### src/core/qr_valley_pkg.sv
// Purpose: Shared types and constants for the valley select core
// Assumes: 10 MHz system clock
// Notes:   All timing counts derive from times in their own units
package qr_valley_pkg;

    // Clock rate
    localparam int unsigned CLK_HZ       = 10_000_000;
    // Soft-start total time and step count
    localparam int unsigned SS_TIME_MS   = 12;
    localparam int unsigned SS_STEPS     = 4;
    localparam int unsigned SS_STEP_CYC  =
        (SS_TIME_MS * (CLK_HZ / 1000)) / SS_STEPS;
    // Feedback evaluation period
    localparam int unsigned UPD_TIME_MS  = 48;
    localparam int unsigned UPD_CYC      = UPD_TIME_MS * (CLK_HZ / 1000);

    // Valley and crossing counter limits
    localparam logic [2:0] VAL_MIN  = 3'h1;
    localparam logic [2:0] VAL_MAX  = 3'h7;
    localparam logic [2:0] ZC_MAX   = 3'h7;
    localparam logic [2:0] ZC_ZERO  = 3'h0;
    // Soft-start step index limits (step 3 is the final 1 V level)
    localparam logic [1:0] SS_FIRST = 2'h0;
    localparam logic [1:0] SS_LAST  = 2'h3;

    // Operating phase
    typedef enum logic [1:0] {
        PH_CHARGE = 2'b00, // Waiting for supply turn-on
        PH_SOFT   = 2'b01, // Soft-start stepping
        PH_RUN    = 2'b10  // Normal switching
    } phase_t;

    // Raw comparator flags for the feedback voltage
    typedef struct packed {
        logic fb_low;   // Above low threshold, low-line set
        logic fb_high;  // Above high threshold, low-line set
        logic fb_low_hl;  // Above low threshold, high-line set
        logic fb_high_hl; // Above high threshold, high-line set
        logic fb_reset; // Above reset threshold
    } fb_cmp_t;

    // Sticky flags gathered over one period
    typedef struct packed {
        logic low;
        logic high;
        logic rst;
    } fb_seen_t;

endpackage

### src/core/sync3.sv
// Purpose: Three-stage synchroniser with agreement filter
// Assumes: Input is asynchronous to clk_sys
// Notes:   Output changes only when stages two and three agree
`timescale 1ns/100ps
`default_nettype none
module sync3 (
    input  wire logic clk_sys,  // System clock
    input  wire logic reset,    // Synchronous reset, high
    input  wire logic din,      // Asynchronous input
    output logic      dout      // Filtered output
);
    // Stage chain plus filtered level
    typedef struct packed {
        logic s1;
        logic s2;
        logic s3;
        logic q;
    } sync_state_t;

    sync_state_t st_reg;   // Registered state
    sync_state_t st_next;  // Next state

    // Shift and accept when the back two stages agree
    always_comb begin
        st_next    = st_reg;
        st_next.s1 = din;
        st_next.s2 = st_reg.s1;
        st_next.s3 = st_reg.s2;
        if (st_reg.s2 == st_reg.s3) begin
            st_next.q = st_reg.s3;
        end
    end

    // State register
    always_ff @(posedge clk_sys) begin
        if (reset) begin
            st_reg <= '0;
        end else begin
            st_reg <= st_next;
        end
    end

    assign dout = st_reg.q;
endmodule // sync3
`default_nettype wire

### src/core/qr_valley_core.sv
// Purpose: Start-up, soft-start, valley counter and switch-on decision
// Assumes: Comparator flags are asynchronous and synchronised here
// Notes:   Analog limits are driven as a step index, not a voltage
//
// How it works
// RL1: Supply on stops charging and starts soft-start
// RL2: Soft-start lasts 12 ms in four steps
// RL3: Current limit steps from 0.32 V to 1 V
// RL4: Valley counter picks turn-on zero crossing
// RL5: Feedback judged once per 48 ms period
// RL6: Always below low threshold: count up to 7
// RL7: Above low, never above high: hold value
// RL8: Above high, never reset threshold: count down
// RL9: Above reset threshold forces counter to 1
// RL10: Counter saturates between 1 and 7
// RL11: Counter starts at 1 after start-up
// RL12: Line level selects low and high threshold set
// RL13: Gate may turn on when crossings reach counter
// RL14: Crossing count 0..7, cleared when gate rises
// RL15: Sticky flags pick action, then clear each period
`timescale 1ns/100ps
`default_nettype none
module qr_valley_core #(
    // Timing counts; a bench may shorten them to keep runs brief
    parameter int unsigned STEP_CYC = qr_valley_pkg::SS_STEP_CYC, // Step
    parameter int unsigned UPD_CYC  = qr_valley_pkg::UPD_CYC      // Period
) (
    input  wire logic                 clk_sys,       // System clock 10 MHz
    input  wire logic                 reset,         // Synchronous reset
    input  wire logic                 supply_on,     // Supply above turn-on
    input  wire logic                 line_high,     // High line indication
    input  wire qr_valley_pkg::fb_cmp_t fb_cmp,      // Feedback comparators
    input  wire logic                 zero_crossing, // Crossing detected
    input  wire logic                 ring_done,     // Suppression elapsed
    input  wire logic                 gate_on,       // Gate drive state
    output logic                      charge_en,     // Start-up path enable
    output logic                      switching_en,  // Switching allowed
    output logic                      soft_active,   // Soft-start running
    output logic [1:0]                cs_step,       // Limit step 0..3
    output logic [2:0]                valley_sel,    // Up/down counter
    output logic [2:0]                zc_count,      // Crossing count
    output logic                      turn_on_ok     // Switch-on permitted
);
    // Cycle counts at their needed widths
    localparam logic [15:0] STEP_LAST =
        16'(STEP_CYC - 1);
    localparam logic [18:0] UPD_LAST =
        19'(UPD_CYC - 1);

    // Whole module state
    typedef struct packed {
        qr_valley_pkg::phase_t   phase;
        logic [15:0]             ss_cnt;
        logic [1:0]              step;
        logic [18:0]             upd_cnt;
        qr_valley_pkg::fb_seen_t seen;
        logic [2:0]              valley;
        logic [2:0]              zc;
        logic                    gate_d;
        logic                    zc_d;
    } core_state_t;

    core_state_t st_reg;   // Registered state
    core_state_t st_next;  // Next state

    logic [4:0] cmp_s;     // Synchronised comparator flags
    logic       sup_s;     // Synchronised supply indication
    logic       line_s;    // Synchronised line indication
    logic       zc_s;      // Synchronised crossing pulse level
    logic       lo_hit;    // Selected low comparison
    logic       hi_hit;    // Selected high comparison
    logic       period_end; // Last cycle of an update period

    // One synchroniser per asynchronous flag
    sync3 u_sync_sup  (.clk_sys(clk_sys), .reset(reset),
                       .din(supply_on), .dout(sup_s));
    sync3 u_sync_line (.clk_sys(clk_sys), .reset(reset),
                       .din(line_high), .dout(line_s));
    sync3 u_sync_zc   (.clk_sys(clk_sys), .reset(reset),
                       .din(zero_crossing), .dout(zc_s));
    genvar gi;
    generate
        for (gi = 0; gi < 5; gi++) begin : g_cmp
            sync3 u_sync (.clk_sys(clk_sys), .reset(reset),
                          .din(fb_cmp[gi]), .dout(cmp_s[gi]));
        end
    endgenerate

    // Threshold set picked by line level
    always_comb begin
        qr_valley_pkg::fb_cmp_t c;
        c      = qr_valley_pkg::fb_cmp_t'(cmp_s);
        lo_hit = line_s ? c.fb_low_hl  : c.fb_low;  // RL12
        hi_hit = line_s ? c.fb_high_hl : c.fb_high; // RL12
    end

    assign period_end = (st_reg.upd_cnt == UPD_LAST); // RL5

    // Next-state logic for all functions
    always_comb begin
        qr_valley_pkg::fb_cmp_t c;
        c        = qr_valley_pkg::fb_cmp_t'(cmp_s);
        st_next  = st_reg;
        st_next.gate_d = gate_on;
        st_next.zc_d   = zc_s;
        case (st_reg.phase)
            qr_valley_pkg::PH_CHARGE: begin
                // Supply above turn-on ends charging
                if (sup_s) begin
                    st_next.phase  = qr_valley_pkg::PH_SOFT; // RL1
                    st_next.ss_cnt = '0;
                    st_next.step   = qr_valley_pkg::SS_FIRST; // RL3
                    st_next.valley = qr_valley_pkg::VAL_MIN; // RL11
                    st_next.upd_cnt = '0;
                    st_next.seen   = '0;
                end
            end
            qr_valley_pkg::PH_SOFT: begin
                // Equal time steps of the limit
                if (st_reg.ss_cnt == STEP_LAST) begin // RL2
                    st_next.ss_cnt = '0;
                    if (st_reg.step == qr_valley_pkg::SS_LAST) begin
                        st_next.phase = qr_valley_pkg::PH_RUN;
                    end else begin
                        st_next.step = st_reg.step + 2'h1; // RL3
                    end
                end else begin
                    st_next.ss_cnt = st_reg.ss_cnt + 16'h0001;
                end
            end
            qr_valley_pkg::PH_RUN: begin
                // Stays running until reset
            end
            default: st_next.phase = qr_valley_pkg::PH_CHARGE;
        endcase

        // Valley evaluation once switching
        if (st_reg.phase != qr_valley_pkg::PH_CHARGE) begin
            if (period_end) begin
                st_next.upd_cnt = '0;
                st_next.seen    = '0; // RL15
                if (st_reg.seen.rst || c.fb_reset) begin
                    st_next.valley = qr_valley_pkg::VAL_MIN; // RL9
                end else if (st_reg.seen.high || hi_hit) begin
                    if (st_reg.valley != qr_valley_pkg::VAL_MIN) begin
                        st_next.valley = st_reg.valley - 3'h1; // RL8
                    end
                end else if (st_reg.seen.low || lo_hit) begin
                    st_next.valley = st_reg.valley; // RL7
                end else if (st_reg.valley != qr_valley_pkg::VAL_MAX) begin
                    st_next.valley = st_reg.valley + 3'h1; // RL6 RL10
                end
            end else begin
                st_next.upd_cnt   = st_reg.upd_cnt + 19'h00001;
                st_next.seen.low  = st_reg.seen.low  | lo_hit; // RL15
                st_next.seen.high = st_reg.seen.high | hi_hit;
                st_next.seen.rst  = st_reg.seen.rst  | c.fb_reset;
            end
        end

        // Crossing counter, cleared on gate rise
        if (gate_on && !st_reg.gate_d) begin
            st_next.zc = qr_valley_pkg::ZC_ZERO; // RL14
        end else if (!gate_on && zc_s && !st_reg.zc_d &&
                     st_reg.zc != qr_valley_pkg::ZC_MAX) begin
            st_next.zc = st_reg.zc + 3'h1; // RL14
        end
    end

    // State register
    always_ff @(posedge clk_sys) begin
        if (reset) begin
            st_reg        <= '0;
            st_reg.phase  <= qr_valley_pkg::PH_CHARGE;
            st_reg.valley <= qr_valley_pkg::VAL_MIN; // RL11
        end else begin
            st_reg <= st_next;
        end
    end

    // Outputs from state
    assign charge_en    = (st_reg.phase == qr_valley_pkg::PH_CHARGE); // RL1
    assign switching_en = !charge_en;
    assign soft_active  = (st_reg.phase == qr_valley_pkg::PH_SOFT);
    assign cs_step      = st_reg.step;
    assign valley_sel   = st_reg.valley; // RL4
    assign zc_count     = st_reg.zc;
    // Valley reached and ringing window over
    assign turn_on_ok   = switching_en && ring_done &&
                          (st_reg.zc >= st_reg.valley); // RL13

    // Valley never leaves its range
    valley_range_a: assert property (@(posedge clk_sys) disable iff (reset) // RL10
        valley_sel >= qr_valley_pkg::VAL_MIN)
        else $error("valley counter below one");
    // Reset comparator forces one at period end
    valley_force_a: assert property (@(posedge clk_sys) disable iff (reset) // RL9
        (switching_en && period_end && st_reg.seen.rst) |=> valley_sel == 3'h1)
        else $error("reset threshold did not force one");
    // Quiet period counts up by one
    count_up_a: assert property (@(posedge clk_sys) disable iff (reset) // RL6
        (switching_en && period_end && st_reg.seen == '0 && !lo_hit &&
         !hi_hit && !cmp_s[0] && valley_sel != 3'h7)
        |=> valley_sel == $past(valley_sel) + 3'h1)
        else $error("valley counter did not increment");
    // Hold when only low seen
    hold_low_a: assert property (@(posedge clk_sys) disable iff (reset) // RL7
        (switching_en && period_end && st_reg.seen == 3'b100 && !hi_hit &&
         !cmp_s[0]) |=> $stable(valley_sel))
        else $error("valley counter changed on low only");
    // Value changes only at period end
    period_only_a: assert property (@(posedge clk_sys) disable iff (reset) // RL5
        (switching_en && !period_end) |=> $stable(valley_sel))
        else $error("valley changed mid period");
    // Charging off once switching
    startup_a: assert property (@(posedge clk_sys) disable iff (reset) // RL1
        (charge_en && sup_s) |=> (!charge_en && soft_active && cs_step == 2'h0))
        else $error("start-up did not enter soft-start");
    // Step holds between step edges
    step_hold_a: assert property (@(posedge clk_sys) disable iff (reset) // RL2
        (soft_active && st_reg.ss_cnt != STEP_LAST) |=> $stable(cs_step))
        else $error("soft-start step moved early");
    // Gate rise clears crossing count
    zc_clear_a: assert property (@(posedge clk_sys) disable iff (reset) // RL14
        $rose(gate_on) |=> zc_count == 3'h0)
        else $error("crossing count not cleared");
endmodule // qr_valley_core
`default_nettype wire

### config.mk
export PLATFORM = sky130hd
export DESIGN_NAME = qr_valley_core
export DESIGN_NICKNAME = d
export VERILOG_FILES = /design/src/core/qr_valley_pkg.sv /design/src/core/sync3.sv /design/src/core/qr_valley_core.sv
export SDC_FILE = /design/constraint.sdc
export NUM_CORES = 1
export LEC_CHECK = 0
export ABC_CLOCK_PERIOD_IN_PS = 3400
export BUFFER_PORTS_ARGS = -buffer_cell sky130_fd_sc_hd__buf_4
export CORE_UTILIZATION = 40
export CTS_CLUSTER_SIZE = 24
export DETAILED_ROUTE_END_ITERATION = 10
export PLACE_DENSITY = 0.65
export RECOVER_POWER = 50
export SLEW_MARGIN = 25
export SYNTH_ARGS = -nofsm -noshare
export SYNTH_HDL_FRONTEND = slang
export SYNTH_SLANG_ARGS = --single-unit
export TNS_END_PERCENT = 10
### constraint.sdc
create_clock -name clk_sys -period 3.4 [get_ports clk_sys]
set_input_delay 0.51 -clock clk_sys [delete_from_list [all_inputs] [get_ports clk_sys]]
set_output_delay 0.51 -clock clk_sys [all_outputs]
set_load 0.005 [all_outputs]
==> impl_metrics.py <==
metrics = {
    "outcome": {
        "outcome": "finished with violations",
        "failed_checks": "DRC",
    },
    "finish": {
        "fillers": 858,
        "layout.nets": 460,
        "antenna_cells": 0,
        "syn2layout_area_growth_pct": 10.2,
        "largest_reg_flops": 42,
        "final_cell_mix": "dfxtp_1 (82), nand2_1 (41), nor2_1 (40)",
        "layout_commonest_cell": "dfxtp_1",
        "fin_cells": 549,
        "fin_util_pct": 46.2,
        "drive_gt1_share_pct": 11.3,
    },
    "global_route": {
        "antenna_found_initial": 0,
        "grt_pass1_wl_um": 12300,
        "grt_pass1_vias": 2759,
        "grt_use_total_pct": 15.6,
        "grt_overflow": 0,
        "grt_max_degree": 57,
    },
    "placement": {
        "dp_hpwl_um": 4830,
        "pre_cts_ws_ns": 1.12,
        "portBuffers": 23,
        "gp_congestion": 0.787,
        "dp_cells": 533,
    },
    "sta": {
        "fmax_mhz": 369,
        "finalMaxSlewViolations": 0,
        "rsz0062_at_grt": "no",
        "finalCritPeriodShare_pct": 79.7,
        "worst_slack_ns": 0.691,
        "slew_headroom_pct": 39.1,
        "setup_violations": 0,
        "hold_viol": 0,
        "finalCriticalPeriod_ns": 2.71,
        "worst_slew_pin_slew_ns": 0.910,
        "fin_tns_setup_ns": 0,
        "clock-skew-final_ns": 0.0103,
    },
    "synth": {
        "ys_seq_area_share_pct": 44.5,
        "netlist_instances": 421,
        "netlist_area_sq_um": 3690,
        "avgSynthCellArea_sq_um": 8.76,
        "ys_ff_latch": 82,
        "yosysWarnings": 0,
        "synth-main-ff-cell": "dfxtp_1",
        "synth-edff-count": 0,
        "synth_async_sr_flop_share_pct": 0,
        "syn_nets": 445,
        "netlist-cell-type-count": 55,
    },
    "route": {
        "routed_wirelength_um": 7010,
        "drt_first_pass_iters": 9,
        "drtAntennaViolNets": 0,
        "via_count": 2925,
        "remaining_drc_errors": 2,
        "drt-initial-drc-count": 142,
        "wire_per_inst_um": 12.8,
        "via_per_inst": 5.33,
    },
    "floorplan": {
        "io_pins": 24,
        "start_util_pct": 41.9,
        "die_area_sq_um": 9610,
        "die_w_um": 98.0,
        "core_sq_um": 8810,
        "die_height_um": 98.0,
        "rows": 34,
    },
    "clocking": {
        "cts_root_buffer": "clkbuf_8",
        "clk-insertion-delay-late_ns": 0.36,
        "cts_resized": 0,
        "clockBufferDepth": 2,
        "cts_made_buffers": 9,
        "cts_setup_buffers": 0,
        "clock_sinks": 82,
        "h-tree-depth": 3,
        "hold_buffers": 0,
        "cts_tree": "yes",
        "path_clk_slew_ns": 0.09,
    },
    "critical_path": {
        "cp-startpoint": "st_reg[32]",
        "critical_path.max_stage_delay_ns": 0.76,
        "reg2reg_from": "st_reg[32]",
        "critPathLaunchType": "flip-flop",
        "slowest_stage": "nor4_1",
        "crit_type": "reg2reg",
        "crit_arrival_ns": 2.94,
        "path_max_fanout": 11,
        "cp_cell_sequence": "ha_1, nand4_1, nor4_1, nor2_1, o21ai_2, nor2_1",
        "cp_common_cell": "nor2_1",
        "crit_path_end_kind": "flip-flop",
        "worstPathRequired_ns": 3.63,
    },
    "pwr": {
        "leakagePower_nw": 1.50,
        "irDropWorstVdd_mv": 0.171,
        "power_mw": 1.71,
        "pwr_density_cell_nw_per_um2": 420,
    },
    "worst_hold_path": {
        "min_path_type": "in2reg",
        "min-delay-start": "fb_cmp[4]",
    },
    "job": {
        "max-cap-violations": 0,
    },
}
through the flow:
step / cell area (sq um) / hold WS (ns)
5_1_grt: 4070 / 0.340
2_1_floorplan: 3690 / 0.414
6_report: 4070 / 0.355
4_1_cts: 4090 / 0.339
3_5_place_dp: 3900 / 0.424
3_3_place_gp: 3900 / 0.417
layout make-up:
class | count | area (sq um) | area share (%)
multi-input cells | 305 | 1870 | 45.9
flip-flops and latches | 82 | 1640 | 40.4
repair buffers | 24 | 176 | 4.34
clock buffers | 11 | 151 | 3.72
well taps | 108 | 135 | 3.32
inverters | 14 | 52.6 | 1.29
clock inverters | 5 | 45.0 | 1.11
critical path, delay by kind of cell (launching register included):
family / cells / cell delay, ns
and+or+nand+nor: 4 / 1.44
DFF: 1 / 0.43
adders and majority gates: 1 / 0.22
AOI/OAI and AO/OA: 1 / 0.49
path summary, 6_finish.rpt:
| kind | cells past startpoint | endpoint | slack, ns |
|---|---|---|---|
| worst min-delay path | 2 | g_cmp[4].u_sync.st_next[2] | 0.36 |
| worst max register to register | 6 | st_reg[41] | 0.69 |
| worst max-delay path | 6 | st_reg[41] | 0.69 |
| worst min register to register | 1 | g_cmp[2].u_sync.st_next[1] | 0.44 |
cell families after synthesis:
kind of cell,count (synthesis),share of synthesized area [%]
muxes,6,1.70
AOI/OAI and AO/OA,79,13.8
DFF,82,44.5
adders and majority gates,12,4.07
buffers and inverters,34,4.37
xor gates and xnor gates,16,3.80
and+or+nand+nor,192,27.8
power by group:
group,switching [mW],leakage [nW],total (mW),internal [mW]
Sequential,0.00446,0.665,0.976,0.972
Combinational,0.0239,0.735,0.0423,0.0184
Clock,0.374,0.0985,0.691,0.317
Yosys cell counts, drive strengths merged, types with 3 or more instances:
cell type	count	area, sq um
nor2	40	150
or4	4	33.8
nand2	41	154
a32oi	3	26.3
inv	13	48.8
or3	6	37.5
a211oi	3	22.5
ha	12	150
xnor2	8	70.1
mux2i	4	40.0
or2	3	18.8
nor4	7	65.1
nand4	14	100
nand2b	4	25.0
o21ai	25	129
dfxtp	82	1640
xor2	8	70.1
buf	11	75.1
nand3	23	115
a21oi	24	120
nor2b	27	169
clkbuf	9	33.8
a31oi	5	31.3
o211a	3	30.0
nor3	9	45.0
and3	3	18.8
metal layers:
layer | vias up | share of wire (%) | track usage (%)
met5 | - | 0 | 0
met4 | 0 | 1.3 | 4.78
met3 | 9 | 3.9 | 4.80
met2 | 50 | 47 | 25.8
met1 | 1349 | 48 | 19.5
li1 | 1517 | - | -
Power figures use the tool's default switching activity.
